**src/rtl/drive_serial_pkg.sv**
```systemverilog
// constants and types for the drive serial command word block
// Functional notes
// - speed monitor is signed, 0 is standstill, 8192 is rated frequency, linear.
// - speed monitor reads negative while the motor turns in reverse.
// - speed monitor is read-only, spanning -32768 to +32767.
// - command word and speed setpoint are writable only from the serial source.
// - command bits act only while command source configuration selects serial; bit 2 sets reference direction whatever the source.
// - bit 0 clear stops on deceleration ramp; set runs up to reference.
// - bit 1 clear disables drive and motor supply; set enables the drive.
// - bit 2 set follows reference direction; clear runs the opposite way.
// - bit 3 enables the inching function while set, disables it while clear.
// - bit 4 clear selects local mode, set selects remote mode.
// - bit 5 clear uses first ramp time pair, set uses the second.
// - bit 7 set during a fault performs a fault reset; clear does nothing.
// - bits 0-5 mirror onto binary objects 16-21, bit 7 onto 23.
// - serial setpoint applies only while reference source selects serial.
// - setpoint is signed, 0 is zero speed, 8192 is rated frequency.
// - setpoint magnitudes above 8192 scale linearly beyond rated frequency.
// - bit 2 set: positive forward, negative reverse; clear inverts both.
package drive_serial_pkg;

	// parameter select codes on the access port
	localparam logic [1:0]  SEL_SPEED_MON  = 2'h0;
	localparam logic [1:0]  SEL_COMMAND    = 2'h1;
	localparam logic [1:0]  SEL_SETPOINT   = 2'h2;

	// reset values and writable bits
	localparam logic [15:0] COMMAND_RESET  = 16'h0000;
	localparam logic [15:0] SETPOINT_RESET = 16'h0000;
	localparam logic [15:0] SPEED_RESET    = 16'h0000;
	localparam logic [15:0] COMMAND_MASK   = 16'h00bf;

	// command word bit positions
	localparam int unsigned BIT_RUN        = 0;
	localparam int unsigned BIT_ENABLE     = 1;
	localparam int unsigned BIT_DIRECTION  = 2;
	localparam int unsigned BIT_INCHING    = 3;
	localparam int unsigned BIT_REMOTE     = 4;
	localparam int unsigned BIT_RAMP2      = 5;
	localparam int unsigned BIT_FAULT_CLR  = 7;

	// 13-bit speed scale
	localparam int unsigned SCALE_SHIFT    = 13;
	localparam logic [15:0] SPEED_RATED    = 16'h2000;
	localparam logic [15:0] SPEED_POS_MAX  = 16'h7fff;
	localparam logic [15:0] SPEED_NEG_MAX  = 16'h8000;
	localparam int unsigned DIVIDEND_W     = 29;
	localparam logic [4:0]  DIV_STEPS      = 5'h1d;

	// speed monitor divider sequence
	typedef enum logic [1:0] {
		DIV_IDLE = 2'b00,
		DIV_RUN  = 2'b01,
		DIV_DONE = 2'b11
	} div_state_e;

endpackage

```
**src/rtl/drive_serial_command_words.sv**
```systemverilog
// serial command, setpoint and speed monitor words of the drive
module drive_serial_command_words (
	// clock, reset, enable
	input  wire logic        clk_in,
	input  wire logic        reset_in,
	input  wire logic        ce_in,
	// parameter access port
	input  wire logic        param_wr_in,
	input  wire logic        param_rd_in,
	input  wire logic        param_serial_src_in,
	input  wire logic [1:0]  param_sel_in,
	input  wire logic [15:0] param_wdata_in,
	output logic      [15:0] param_rdata_out,
	output logic             param_ack_out,
	output logic             param_refused_out,
	// source configuration
	input  wire logic        cmd_source_serial_in,
	input  wire logic        ref_source_serial_in,
	// drive state
	input  wire logic [15:0] motor_freq_in,
	input  wire logic        motor_reverse_in,
	input  wire logic [15:0] rated_motor_frequency_in,
	input  wire logic        fault_active_in,
	// command outputs
	output logic             run_out,
	output logic             enable_out,
	output logic             inching_function_out,
	output logic             local_remote_select_out,
	output logic             second_ramp_out,
	output logic             fault_reset_out,
	output logic      [7:0]  binary_object_mirror_out,
	// speed reference outputs
	output logic      [17:0] ref_freq_out,
	output logic             ref_forward_out,
	output logic             ref_valid_out,
	// speed monitor
	output logic      [15:0] motor_speed_monitor_out
);

	// parameter storage
	logic [15:0] command_r;
	logic [15:0] command_nxt;
	logic [15:0] setpoint_r;
	logic [15:0] setpoint_nxt;
	logic [15:0] rdata_nxt;
	logic        ack_nxt;
	logic        refused_nxt;

	// divider state
	drive_serial_pkg::div_state_e div_state_r;
	drive_serial_pkg::div_state_e div_state_nxt;
	logic [28:0] dvd_r;
	logic [28:0] dvd_nxt;
	logic [28:0] quo_r;
	logic [28:0] quo_nxt;
	logic [16:0] rem_r;
	logic [16:0] rem_nxt;
	logic [15:0] den_r;
	logic [15:0] den_nxt;
	logic        rev_r;
	logic        rev_nxt;
	logic [4:0]  cnt_r;
	logic [4:0]  cnt_nxt;
	logic [15:0] speed_nxt;

	// command and reference outputs
	logic        run_nxt;
	logic        enable_nxt;
	logic        inching_nxt;
	logic        remote_nxt;
	logic        ramp2_nxt;
	logic        fault_rst_nxt;
	logic        fault_cond_r;
	logic        fault_cond_nxt;
	logic [7:0]  mirror_nxt;
	logic [17:0] ref_freq_nxt;
	logic        ref_fwd_nxt;
	logic        ref_valid_nxt;

	// helpers
	logic [16:0] rem_shift;
	logic [16:0] rem_sub;
	logic [16:0] ref_mag;
	logic [32:0] ref_prod;
	logic        wr_ok;

	// write is accepted only from the serial source and a writable word
	assign wr_ok = param_wr_in && param_serial_src_in &&
		(param_sel_in == drive_serial_pkg::SEL_COMMAND ||
		 param_sel_in == drive_serial_pkg::SEL_SETPOINT);

	// parameter access: writes, reads, acknowledge
	always_comb begin
		command_nxt  = command_r;
		setpoint_nxt = setpoint_r;
		rdata_nxt    = param_rdata_out;
		ack_nxt      = 1'b0;
		refused_nxt  = 1'b0;
		if (param_wr_in) begin
			ack_nxt     = 1'b1;
			refused_nxt = !wr_ok;
			if (wr_ok && param_sel_in == drive_serial_pkg::SEL_COMMAND) begin
				// reserved bits never stored, so they always read zero
				command_nxt = param_wdata_in &
					drive_serial_pkg::COMMAND_MASK;
			end
			if (wr_ok && param_sel_in == drive_serial_pkg::SEL_SETPOINT) begin
				setpoint_nxt = param_wdata_in;
			end
		end else if (param_rd_in) begin
			ack_nxt = 1'b1;
			case (param_sel_in)
				drive_serial_pkg::SEL_SPEED_MON: begin
					rdata_nxt = motor_speed_monitor_out;
				end
				drive_serial_pkg::SEL_COMMAND: begin
					rdata_nxt = command_r;
				end
				drive_serial_pkg::SEL_SETPOINT: begin
					rdata_nxt = setpoint_r;
				end
				default: begin
					rdata_nxt   = 16'h0000;
					refused_nxt = 1'b1;
				end
			endcase
		end
	end

	always_ff @(posedge clk_in) begin
		if (reset_in) begin
			command_r         <= drive_serial_pkg::COMMAND_RESET;
			setpoint_r        <= drive_serial_pkg::SETPOINT_RESET;
			param_rdata_out   <= 16'h0000;
			param_ack_out     <= 1'b0;
			param_refused_out <= 1'b0;
		end else if (ce_in) begin
			command_r         <= command_nxt;
			setpoint_r        <= setpoint_nxt;
			param_rdata_out   <= rdata_nxt;
			param_ack_out     <= ack_nxt;
			param_refused_out <= refused_nxt;
		end
	end

	// one restoring step of speed = freq * 8192 / rated
	assign rem_shift = {rem_r[15:0], dvd_r[28]};
	assign rem_sub   = rem_shift - {1'b0, den_r};

	// speed monitor: serial divider, then saturation and sign
	always_comb begin
		div_state_nxt = div_state_r;
		dvd_nxt       = dvd_r;
		quo_nxt       = quo_r;
		rem_nxt       = rem_r;
		den_nxt       = den_r;
		rev_nxt       = rev_r;
		cnt_nxt       = cnt_r;
		speed_nxt     = motor_speed_monitor_out;
		case (div_state_r)
			drive_serial_pkg::DIV_IDLE: begin
				// sample a fresh operating point every pass
				dvd_nxt       = {motor_freq_in, 13'h0000};
				den_nxt       = rated_motor_frequency_in;
				rev_nxt       = motor_reverse_in;
				quo_nxt       = 29'h00000000;
				rem_nxt       = 17'h00000;
				cnt_nxt       = 5'h00;
				div_state_nxt = drive_serial_pkg::DIV_RUN;
			end
			drive_serial_pkg::DIV_RUN: begin
				dvd_nxt = {dvd_r[27:0], 1'b0};
				if (rem_shift >= {1'b0, den_r}) begin
					rem_nxt = rem_sub;
					quo_nxt = {quo_r[27:0], 1'b1};
				end else begin
					rem_nxt = rem_shift;
					quo_nxt = {quo_r[27:0], 1'b0};
				end
				cnt_nxt = cnt_r + 5'h01;
				if (cnt_r == drive_serial_pkg::DIV_STEPS - 5'h01) begin
					div_state_nxt = drive_serial_pkg::DIV_DONE;
				end
			end
			drive_serial_pkg::DIV_DONE: begin
				// clamp to the 16-bit signed word rather than wrap
				if (den_r == 16'h0000) begin
					speed_nxt = 16'h0000;
				end else if (!rev_r) begin
					if (quo_r > {13'h0000, drive_serial_pkg::SPEED_POS_MAX}) begin
						speed_nxt = drive_serial_pkg::SPEED_POS_MAX;
					end else begin
						speed_nxt = quo_r[15:0];
					end
				end else begin
					if (quo_r > {13'h0000, drive_serial_pkg::SPEED_NEG_MAX}) begin
						speed_nxt = drive_serial_pkg::SPEED_NEG_MAX;
					end else begin
						speed_nxt = 16'h0000 - quo_r[15:0];
					end
				end
				div_state_nxt = drive_serial_pkg::DIV_IDLE;
			end
			default: begin
				div_state_nxt = drive_serial_pkg::DIV_IDLE;
			end
		endcase
	end

	always_ff @(posedge clk_in) begin
		if (reset_in) begin
			div_state_r             <= drive_serial_pkg::DIV_IDLE;
			dvd_r                   <= 29'h00000000;
			quo_r                   <= 29'h00000000;
			rem_r                   <= 17'h00000;
			den_r                   <= 16'h0000;
			rev_r                   <= 1'b0;
			cnt_r                   <= 5'h00;
			motor_speed_monitor_out <= drive_serial_pkg::SPEED_RESET;
		end else if (ce_in) begin
			div_state_r             <= div_state_nxt;
			dvd_r                   <= dvd_nxt;
			quo_r                   <= quo_nxt;
			rem_r                   <= rem_nxt;
			den_r                   <= den_nxt;
			rev_r                   <= rev_nxt;
			cnt_r                   <= cnt_nxt;
			motor_speed_monitor_out <= speed_nxt;
		end
	end

	// setpoint magnitude times rated frequency over 8192, no upper clamp
	assign ref_mag  = setpoint_r[15] ? 17'h00000 - {1'b1, setpoint_r}
		: {1'b0, setpoint_r};
	assign ref_prod = 33'({16'h0000, ref_mag} *
		{17'h00000, rated_motor_frequency_in});

	// command decode and reference resolution
	always_comb begin
		logic gate;
		gate           = cmd_source_serial_in;
		run_nxt        = gate && command_r[drive_serial_pkg::BIT_RUN];
		enable_nxt     = gate && command_r[drive_serial_pkg::BIT_ENABLE];
		inching_nxt    = gate && command_r[drive_serial_pkg::BIT_INCHING];
		remote_nxt     = gate && command_r[drive_serial_pkg::BIT_REMOTE];
		ramp2_nxt      = gate && command_r[drive_serial_pkg::BIT_RAMP2];
		// reset acts once each time fault, bit 7 and serial source first coincide, not every cycle the bit stays
		fault_cond_nxt = gate && fault_active_in &&
			command_r[drive_serial_pkg::BIT_FAULT_CLR];
		fault_rst_nxt  = fault_cond_nxt && !fault_cond_r;
		// mirror is the stored word, whatever the command source
		mirror_nxt     = {command_r[drive_serial_pkg::BIT_FAULT_CLR], 1'b0,
			command_r[5:0]};
		// scale: 8192 gives rated; larger magnitudes keep going linearly
		ref_freq_nxt   = ref_prod[30:drive_serial_pkg::SCALE_SHIFT];
		// direction bit inverts the sign meaning
		ref_fwd_nxt    = command_r[drive_serial_pkg::BIT_DIRECTION] ^
			setpoint_r[15];
		ref_valid_nxt  = ref_source_serial_in;
	end

	always_ff @(posedge clk_in) begin
		if (reset_in) begin
			run_out                  <= 1'b0;
			enable_out               <= 1'b0;
			inching_function_out     <= 1'b0;
			local_remote_select_out  <= 1'b0;
			second_ramp_out          <= 1'b0;
			fault_reset_out          <= 1'b0;
			fault_cond_r             <= 1'b0;
			binary_object_mirror_out <= 8'h00;
			ref_freq_out             <= 18'h00000;
			ref_forward_out          <= 1'b0;
			ref_valid_out            <= 1'b0;
		end else if (ce_in) begin
			run_out                  <= run_nxt;
			enable_out               <= enable_nxt;
			inching_function_out     <= inching_nxt;
			local_remote_select_out  <= remote_nxt;
			second_ramp_out          <= ramp2_nxt;
			fault_reset_out          <= fault_rst_nxt;
			fault_cond_r             <= fault_cond_nxt;
			binary_object_mirror_out <= mirror_nxt;
			ref_freq_out             <= ref_valid_nxt ? ref_freq_nxt : 18'h00000;
			ref_forward_out          <= ref_fwd_nxt;
			ref_valid_out            <= ref_valid_nxt;
		end
	end
endmodule

```
**config.mk**
```make
export PLATFORM = sky130hd
export DESIGN_NAME = drive_serial_command_words
export DESIGN_NICKNAME = d
export VERILOG_FILES = /design/src/rtl/drive_serial_pkg.sv /design/src/rtl/drive_serial_command_words.sv
export SDC_FILE = /design/constraint.sdc
export NUM_CORES = 1
export LEC_CHECK = 0
export BUFFER_PORTS_ARGS = -buffer_cell sky130_fd_sc_hd__buf_2
export CAP_MARGIN = 15
export CELL_PAD_IN_SITES_DETAIL_PLACEMENT = 0
export CELL_PAD_IN_SITES_GLOBAL_PLACEMENT = 1
export CORE_AREA = 5 5 173 341
export CTS_BUF_LIST = sky130_fd_sc_hd__clkbuf_8
export DETAILED_ROUTE_END_ITERATION = 6
export DIE_AREA = 0 0 178 346
export MAX_ROUTING_LAYER = met4
export PLACE_DENSITY = 0.55
export SYNTH_ARGS = -nofsm -noshare
export SYNTH_HDL_FRONTEND = slang
export SYNTH_SLANG_ARGS = --single-unit
export TNS_END_PERCENT = 10
```
**constraint.sdc**
```tcl
create_clock -name clk_in -period 20.3 [get_ports clk_in]
set_input_delay 1.015 -clock clk_in [delete_from_list [all_inputs] [get_ports clk_in]]
set_output_delay 1.015 -clock clk_in [all_outputs]
set_load 0.03 [all_outputs]
```
==> results.md, run 1 <==
* Outcome: finished, final reports clean
* Area post-placement at about 0.018 mm²
* Chip height at around 350 µm
* Synth Area per Inst at between 8 and 9 µm²
* Drt total wl at roughly 57 mm
* Cell Rows at 123
* Layout cell share with drive strength beyond 1 at approximately a tenth
* Post-CTS Setup Inserts at 0
* Die footprint at 0.0616 mm²
* Slew HR at 39.4%
* Final setup violation count at 0
* Min cycle time layout at approximately 8.4 ns
* Slew Viols, Final at 0
* Post-synthesis sequential area ratio at a little over a fifth
* Nets at around 2400
* Largest cells by area after synthesis: fa_1 25%, dfxtp_1 21%, ha_1 8.8%
* Static leakage at between 8 and 9 nW
* Critical path peak fanout at 19
* CTS clk-pin slew, worst paths at 0.10 ns
* # DRC at 0
* Area Growth Syn to Fin at 11.3%
* Number of synthesized register bits at around 180
* Crit start category: flop
* Pin count of the biggest net entering global routing at 77
* Clk sinks at between 150 and 200
* I/O Buffers at approximately 130
* Worst hold slack at between 0.4 and 0.5 ns
* Root Buffer: clkbuf_8
* DRT iter0 DRCs at between 600 and 700
* Hpwl dp at 44.8 mm
* Wire length per cell at approximately 20 µm
* Worst min-delay path class: flop to flop
* Commonest non-fill, non-tap cell in the layout: nand2_1
* Design area at around 0.018 mm²
* Crit path required time at just over 20 ns
* H-Tree Depth at 4
* WP data arrival at a little under 9 ns
* Yosys cell types at 69
* Core area at around 0.056 mm²
* Vias at 13750
* Setup Crit Path Kind: flop to flop
* Synthesized cell area at approximately 0.017 mm²
* Gate Count Post-Synth at slightly below 2000
* Total power at 0.809 mW
* Die X at 178 µm
* Number of synthesized flops with an enable pin at 0
* Worst setup EP type: flop
* MaxCap Viol Count at 0
* Global-route wire length before repair at around 90 mm
* Placer Congestion at roughly 0.85
* IO Pins at ~130
* Via-to-Cell Ratio at about 5
* Synth async-reset ratio at 0%
* Yosys top cell area share at 25.1%
* Final Hold Viols at 0
* Post-route ant nets at 0
* CTS Buf Count at 25
* Longest Clk Path Bufs at 3
* Synth warnings at 0
* Setup TNS at 0 ns
* CTS-repair resized insts at 0
* CTS tree: yes
* Final Cycle Share at between 40% and 50%
* Clk Latency, worst-skew pair at approximately 0.54 ns
* Fillers at between 6000 and 7000
* Slew @ Worst Pin at around 0.91 ns
* Clock Skews at ~0.033 ns
* Max VDD drop at 0.0649 mV
* Largest area contributor in the netlist: fa_1
* Maximum clock frequency at about 0.12 GHz
* Grt ovf at 0
* Commonest non-fill, non-tap cells in the layout: 324 x nand2_1, 272 x inv_1, 207 x fa_1
* RSZ-0062 raised after global routing: false
* Leading register cell type out of synthesis: dfxtp_1
* Hold-fix buffer count after cts at 0
* Total track usage at about a fifth
* Initial antenna violation count at 6
* First-pass DRT Iterations at 5
* Vias in the first global route at 14943
* Starting density of the core at 29.4%
* P per Cell Area at 43.9 mW/mm²
## path summary, 6_finish.rpt
path / start / endpoint / slack (ns) / depth (start not counted)
worst max-delay path: setpoint_r[0] / ref_freq_out[9] / 11.92 / 26
worst min-delay path: quo_r[28] / quo_r[28] / 0.46 / 2
worst max register to register: setpoint_r[0] / ref_freq_out[9] / 11.92 / 26
worst min register to register: quo_r[28] / quo_r[28] / 0.46 / 2
## per-stage QoR
step | std cells | worst slack [ns] | util [%]
3_3_place_gp | 2778 | 12.04 | 32.0
3_5_place_dp | 2778 | 11.91 | 32.0
5_1_grt | 2817 | 11.44 | 32.8
6_report | 2817 | 11.92 | 32.8
2_1_floorplan | 1981 | 12.82 | -
4_1_cts | 2811 | 11.87 | 32.7
## where the power goes
part | leakage [nW] | switching, mW | internal [mW] | total (mW)
clock network | 0.224 | 0.137 | 0.130 | 0.266
registers | 1.43 | 0.00731 | 0.354 | 0.361
logic | 6.61 | 0.118 | 0.0630 | 0.181
## registers in the layout, summed over array words and instances, names as in the netlist, 2 cells and up
signal                    count
motor_speed_monitor_out      16
div_state_r                   2
dvd_r                        16
ref_freq_out                 18
param_rdata_out              16
command_r                     7
quo_r                        29
setpoint_r                   16
den_r                        16
cnt_r                         5
rem_r                        16
binary_object_mirror_out      7
## metal layers
metal / up-vias / GRT usage (%) / share of wire, %
met4: 0 / 7.63 / 4.0
met5: - / - / 0
li1: 6531 / - / -
met1: 6858 / 19.9 / 36
met2: 276 / 36.8 / 56
met3: 85 / 2.46 / 3.4
## layout make-up
type | instances | area [µm²] | area share [%]
clock inverter | 7 | 60.1 | 0.326
inverter | 270 | 1010 | 5.51
tap | 750 | 938 | 5.10
antenna | 6 | 15.0 | 0.0816
multi-input combinational | 1428 | 11600 | 63.3
timing repair buffer | 154 | 843 | 4.58
clock buffer | 26 | 358 | 1.94
sequential | 176 | 3520 | 19.2
## critical path, cell delays in order (launching register included)
cell      delay (ns)
dfxtp_1         0.58
inv_1           0.14
ha_1            0.16
nand2b_1        0.09
o41ai_1         0.78
nand2_1         0.14
xor2_1          0.19
buf_4           0.23
nand2_1         0.10
fa_1            0.58
fa_1            0.47
fa_1            0.54
inv_1           0.05
fa_1            0.47
fa_1            0.54
inv_1           0.06
fa_1            0.53
inv_1           0.04
ha_1            0.37
nand3_1         0.11
or3b_2          0.45
o211ai_1        0.12
o21ai_0         0.27
o21ai_0         0.68
a31oi_1         0.22
xnor2_1         0.16
a22o_1          0.19
## kinds of logic (layout without fill, tap and decap cells)
group	count (synthesis)	after routing	share of synthesized area, %
adder cells (fa/ha/maj)	323	323	33.8
XOR/XNOR	45	45	2.43
flip-flops	176	176	21.3
other	2	21	0.0454
multiplexers	34	34	2.07
AND/OR/NAND/NOR	692	692	19.7
AO/OA/AOI/OAI	319	319	12.0
buffers and inverters	377	457	8.63
## synthesized netlist by cell type, types with 3 or more instances
library cell and count:
a211oi_1 20, a21boi_0 3, a21o_1 10, a21oi_1 154, a222oi_1 7, a22o_1 16, a22oi_1 16, a31oi_1 8
a32oi_1 5, and2_1 110, and2b_1 6, buf_1 9, buf_2 4, clkbuf_1 90, clkbuf_2 3, dfxtp_1 176
fa_1 207, ha_1 116, inv_1 270, mux2i_1 33, nand2_1 324, nand2b_1 7, nand3_1 63, nand4_1 13
nand4b_1 3, nor2_1 86, nor2b_1 8, nor3_1 34, nor4_1 12, o211ai_1 6, o21a_1 4, o21ai_0 38
o221ai_1 9, o31ai_1 5, or2_2 3, or3_1 5, or4_1 4, xnor2_1 35, xor2_1 9
Note: power is estimated with default switching activity, not from simulation.
==> run 2, diff against run 1 <==
Clock period 20.3 ns to 8.6 ns, I/O delays scaled along.
==> results.md, run 2 (synthesis gave the netlist of run 1 again) <==
* Int Pwr at 1.33 mW (+140%)
* Top reg by flops: quo_r
* WP data arrival at 8.46 ns (-0.33 ns)
* Crit path required time at 9.04 ns (-11.67 ns)
* DP Worst Slack at 0.524 ns (-11.39 ns)
* Longest Clk Path Bufs at 3 (unchanged)
* Post-route ant nets at 0 (unchanged)
* H-Tree Depth at 4 (unchanged)
* Total power at 1.93 mW (+140%)
* Worst min-delay path class: input pin to flop
* Flop pwr share at 44.0% (-0.6 points)
* Slack of the critical path at 0.578 ns (-11.34 ns)
* Biggest regs: quo_r (29), ref_freq_out (18)
* Root Buffer: clkbuf_8
* Comb pwr share at 21.8% (-0.6 points)
* Crit start category: flop
* Critical path peak fanout at 10 (-9)
* Footprint of the multi-input gates at 0.0116 mm² (about the same)
* Slew HR at 26.7% (-13 points)
* DRT iter0 DRCs at 541 (-17%)
* CTS tree: yes
* Slew Viols, Final at 0 (unchanged)
* Final Cycle Share at 93.3% (+52 points)
* Vias in the first global route at 15179 (+1.6%)
* Design area at 0.0185 mm² (+0.37%)
* CTS-repair resized insts at 0 (unchanged)
* P per Cell Area at 105 mW/mm² (+140%)
* Commonest non-fill, non-tap cell in the layout: nand2_1
* Vias at 13751 (+0.0073%)
* CP Launch Point: setpoint_r[3]
* Commonest non-fill, non-tap cells in the layout: 324 x nand2_1, 271 x inv_1, 207 x fa_1
* Via-to-Cell Ratio at 4.87 (-0.13%)
* Final setup violation count at 0 (unchanged)
* Die footprint at 0.0616 mm² (unchanged)
* Core area at 0.0562 mm² (unchanged)
* Fin util at 32.9% (+0.12 points)
* MaxCap Viol Count at 0 (unchanged)
* CTS clk-pin slew, worst paths at 0.10 ns (about the same)
* CP most frequent cell: fa_1
* First-pass DRT Iterations at 5 (unchanged)
* Fillers at 5995 (-0.51%)
* Die X at 178 µm (unchanged)
* Clk sinks at 176 (unchanged)
* Worst R2R Start: setpoint_r[3]
* Total track usage at 19.2% (-0.19 points)
* Area Growth Syn to Fin at 11.7%
* HP Start: param_wdata_in[10]
* Clock Skews at 0.0338 ns (+0.000929 ns)
* Post-CTS Setup Inserts at 0 (unchanged)
* Max VDD drop at 0.130 mV (+100%)
* Sw frac at 31.3% (-1.2 points)
* Slowest CP cell: fa_1
* Chip height at 346 µm (unchanged)
* IO Pins at 128 (unchanged)
* Drt total wl at 55.9 mm (-2.5%)
* Maximum clock frequency at 0.125 GHz (+4.5%)
* Initial antenna violation count at 4 (-2)
* Worst setup EP type: flop
* Clk Latency, worst-skew pair at 0.54 ns (about the same)
* Wire length per cell at 19.8 µm (-2.7%)
* P_sw at 0.604 mW (+130%)
* Clock power frac at 34.2% (+1.3 points)
* I/O Buffers at 126 (unchanged)
* Max stage delay on crit path at 0.56 ns (-0.22 ns)
* Nets at 2444 (+0.25%)
* Starting density of the core at 29.4% (unchanged)
* Register area at 0.00352 mm² (unchanged)
* Placer Congestion at 0.852 (-0.11%)
* Final Hold Viols at 0 (unchanged)
* Grt ovf at 0 (unchanged)
* Outcome: finished, final reports clean
* Max reg flops at 29 (unchanged)
* Pin count of the biggest net entering global routing at 88 (+14%)
* Global-route wire length before repair at 88.6 mm (-0.43%)
* Min cycle time layout at 8.02 ns (-0.358 ns)
* CTS Buf Count at 25 (unchanged)
* Setup TNS at 0 ns (unchanged)
* Hold-fix buffer count after cts at 0 (unchanged)
* # DRC at 0 (unchanged)
* Static leakage at 8.30 nW (+0.56%)
* Setup Crit Path Kind: flop to flop
* RSZ-0062 raised after global routing: false
* Hpwl dp at 44.7 mm (-0.16%)
* Slew @ Worst Pin at 1.09 ns (+0.183 ns)
* Cell Rows at 123 (unchanged)
* Layout cell share with drive strength beyond 1 at 10.0% (+0.26 points)
* Area post-placement at 0.0180 mm² (+0.23%)
==> run 2: changes by cell type in the layout (fill, tap and decap cells not counted), sizes merged <==
cell	previous run	this run
buf	154	160
diode	6	4
bufinv	1	2
clkbuf	26	27
clkinvlp	1	0
inv	272	271
==> run 2: worst paths after layout <==
kind	slack, ns	end	cells past startpoint
min	0.14	setpoint_r[10]	3
min reg2reg	0.46	quo_r[28]	2
max	0.58	ref_freq_out[15]	25
max reg2reg	0.58	ref_freq_out[15]	25
==> run 2: area by class of cell <==
| class | instances | area share, % |
|---|---|---|
| Sequential cell | 176 | 19.1 |
| Tap cell | 750 | 5.08 |
| Antenna cell | 4 | 0.0542 |
| Multi-Input combinational cell | 1428 | 63.0 |
| Clock buffer | 27 | 2.01 |
| Inverter | 270 | 5.49 |
| Timing Repair Buffer | 160 | 4.81 |
| Clock inverter | 6 | 0.427 |
==> run 2: routing by layer <==
metal,track usage (%),wire length [µm]
met2,36.1,31700
met5,-,0
met4,7.24,2080
met3,3.22,2100
met1,19.6,20000
==> run 2: power groups by stage <==
stage	registers (mW)	logic (mW)	clock network, mW
after floorplan	0.874	0.280	0
after global placement	0.869	0.427	0
after detailed placement	0.869	0.428	0
after CTS	0.851	0.431	0.697
after global routing	0.853	0.474	0.722
final	0.850	0.421	0.661
==> run 2: per-stage QoR <==
step | hold slack (ns) | std cells
global placement | 0.450 | 2784
finish | 0.135 | 2821
CTS | 0.0748 | 2817
global route | 0.112 | 2821
floorplan | 0.432 | 1981
detailed placement | 0.453 | 2784
==> run 2: critical path: cells and delay by family, from the launching register on <==
kind,cells,cell delay (ns)
flip-flops,1,0.37
buffers and inverters,4,0.48
XOR/XNOR,2,0.51
AO/OA/AOI/OAI,6,1.26
adder cells (fa/ha/maj),7,3.49
AND/OR/NAND/NOR,6,1.83
==> run 3, diff against run 2 <==
Settings changed: HOLD_SLACK_MARGIN from default to 0.15.
==> results.md, run 3 (synthesis gave the netlist of run 1 again) <==
* Worst min-delay path class: input pin to flop
* Placer Congestion at 0.852 (unchanged)
* Setup Crit Path Kind: flop to flop
* Core area at 0.0562 mm² (unchanged)
* Max reg flops at 29 (unchanged)
* Flop pwr share at 43.9% (about the same)
* Biggest regs: quo_r (29), ref_freq_out (18)
* # DRC at 2 (+2)
* Starting density of the core at 29.4% (unchanged)
* Comb pwr share at 22.0% (+0.2 points)
* Root Buffer: clkbuf_8
* CTS Buf Count at 25 (unchanged)
* Via-to-Cell Ratio at 4.87 (-0.13%)
* Slew Viols, Final at 0 (unchanged)
* R2R Path End: ref_freq_out[9]
* Die X at 178 µm (unchanged)
* Clk Latency, worst-skew pair at 0.54 ns (about the same)
* Crit start category: flop
* Maximum clock frequency at 0.125 GHz (about the same)
* Area post-placement at 0.0180 mm² (unchanged)
* IO Pins at 128 (unchanged)
* Global-route wire length before repair at 88.9 mm (+0.30%)
* Sw frac at 31.3% (about the same)
* Drt total wl at 56.1 mm (+0.28%)
* CP most frequent cell: fa_1
* Worst R2R Start: setpoint_r[0]
* MaxCap Viol Count at 0 (unchanged)
* Design area at 0.0186 mm² (+0.70%)
* Max stage delay on crit path at 0.69 ns (+0.13 ns)
* Post-CTS Setup Inserts at 0 (unchanged)
* Setup TNS at 0 ns (unchanged)
* CTS tree: yes
* Hpwl dp at 44.7 mm (unchanged)
* Cell Rows at 123 (unchanged)
* Crit path required time at 9.04 ns (about the same)
* Final setup violation count at 0 (unchanged)
* H-Tree Depth at 4 (unchanged)
* WP data arrival at 8.46 ns (about the same)
* Vias in the first global route at 15238 (+0.39%)
* Fin util at 33.1% (+0.23 points)
* Chip height at 346 µm (unchanged)
* P per Cell Area at 104 mW/mm² (-0.39%)
* Clock power frac at 34.1% (about the same)
* Pin count of the biggest net entering global routing at 88 (unchanged)
* Initial antenna violation count at 4 (unchanged)
* Static leakage at 8.36 nW (+0.65%)
* CTS clk-pin slew, worst paths at 0.10 ns (about the same)
* Layout cell share with drive strength beyond 1 at 9.95% (-0.063 points)
* Slew @ Worst Pin at 1.06 ns (-0.0279 ns)
* Hold worst-path end: param_ack_out
* P_sw at 0.606 mW (+0.35%)
* Wire length per cell at 19.8 µm (-0.18%)
* Max VDD drop at 0.132 mV (+1.7%)
* Inst Count DP at 2784 (unchanged)
* Slew HR at 28.5% (+1.9 points)
* RSZ-0062 raised after global routing: false
* Int Pwr at 1.33 mW (+0.30%)
* I/O Buffers at 126 (unchanged)
* Worst reg-to-reg path cell count at 29 (+16%)
* Final Cycle Share at 93.2% (about the same)
* Grt ovf at 0 (unchanged)
* Critical path peak fanout at 18 (+8)
* Vias at 13796 (+0.33%)
* Worst setup EP type: flop
* Min cycle time layout at 8.02 ns (-0.00223 ns)
* Commonest non-fill, non-tap cells in the layout: 324 x nand2_1, 271 x inv_1, 207 x fa_1
* Commonest non-fill, non-tap cell in the layout: nand2_1
* Clk sinks at 176 (unchanged)
* DRT iter0 DRCs at 520 (-3.9%)
* First-pass DRT Iterations at 7 (+2)
* Longest Clk Path Bufs at 3 (unchanged)
* Hold path depth at 3 (unchanged)
* CTS-repair resized insts at 0 (unchanged)
* Slowest CP cell: o21ai_0
* HP Start: param_rd_in
* Nets at 2457 (+0.53%)
* R2r setup slk at 0.58 ns (about the same)
* Total track usage at 19.3% (+0.040 points)
* Violated checks: design-rule violations
* Top reg by flops: quo_r
* Post-route insts no fill at 2834 (+0.46%)
* Area Growth Syn to Fin at 12.5%
* Final Hold Viols at 0 (unchanged)
* Clock Skews at 0.0325 ns (-0.00132 ns)
* Post-route ant nets at 0 (unchanged)
* Outcome: finished with violations
* Total power at 1.94 mW (+0.31%)
* Die footprint at 0.0616 mm² (unchanged)
==> run 3: worst max-delay path, delay by kind of cell (launching register included) <==
family | cells | cell delay (ns)
xor gates and xnor gates | 2 | 0.30
buffers and inverters | 8 | 1.13
DFF | 1 | 0.33
adders and majority gates | 8 | 3.57
AOI/OAI and AO/OA | 6 | 1.79
and+or+nand+nor | 5 | 0.82
==> run 3: cell type report <==
type,count,area [µm²]
Timing Repair Buffer,173,1020
Inverter,270,1010
Clock inverter,6,78.8
Fill cell,5987,37600
Clock buffer,27,372
Antenna cell,4,10.0
Tap cell,750,938
Multi-Input combinational cell,1428,11600
Sequential cell,176,3520
==> run 3: worst max-delay path by stage <==
stage	slack, ns	startpoint	end
4_1_cts	0.53	setpoint_r[3]	ref_freq_out[15]
3_5_place_dp	0.52	setpoint_r[3]	ref_freq_out[15]
2_1_floorplan	1.12	setpoint_r[0]	ref_freq_out[9]
3_3_place_gp	0.58	setpoint_r[3]	ref_freq_out[15]
6_report	0.58	setpoint_r[0]	ref_freq_out[9]
5_1_grt	0.23	setpoint_r[3]	ref_freq_out[15]
==> run 3: power by group through the flow <==
stage | combinational (mW) | sequential, mW | clock, mW
finish | 0.427 | 0.850 | 0.661
floorplan | 0.280 | 0.874 | 0
global route | 0.479 | 0.853 | 0.722
CTS | 0.435 | 0.851 | 0.697
detailed placement | 0.428 | 0.869 | 0
global placement | 0.427 | 0.869 | 0
==> run 3: what timing repair did <==
| item | CTS | global route |
|---|---|---|
| hold buffers | 13 | 0 |
| endpoints found under the hold margin | 16 | 0 |
| setup endpoints to repair | 0 | 0 |
==> run 3: metal layers <==
layer / global-route usage [%] / vias up / part of all wire (%)
met5: - / - / 0
met4: 7.24 / 0 / 3.8
met3: 3.19 / 80 / 3.8
met2: 36.3 / 274 / 57
met1: 19.6 / 6884 / 36
li1: - / 6558 / -
==> run 3: through the flow <==
stage	hold WS, ns	setup slack (ns)
after detailed placement	0.453	0.524
after floorplan	0.432	1.12
after global placement	0.450	0.582
final	0.210	0.581
after CTS	0.152	0.526
after global routing	0.193	0.227
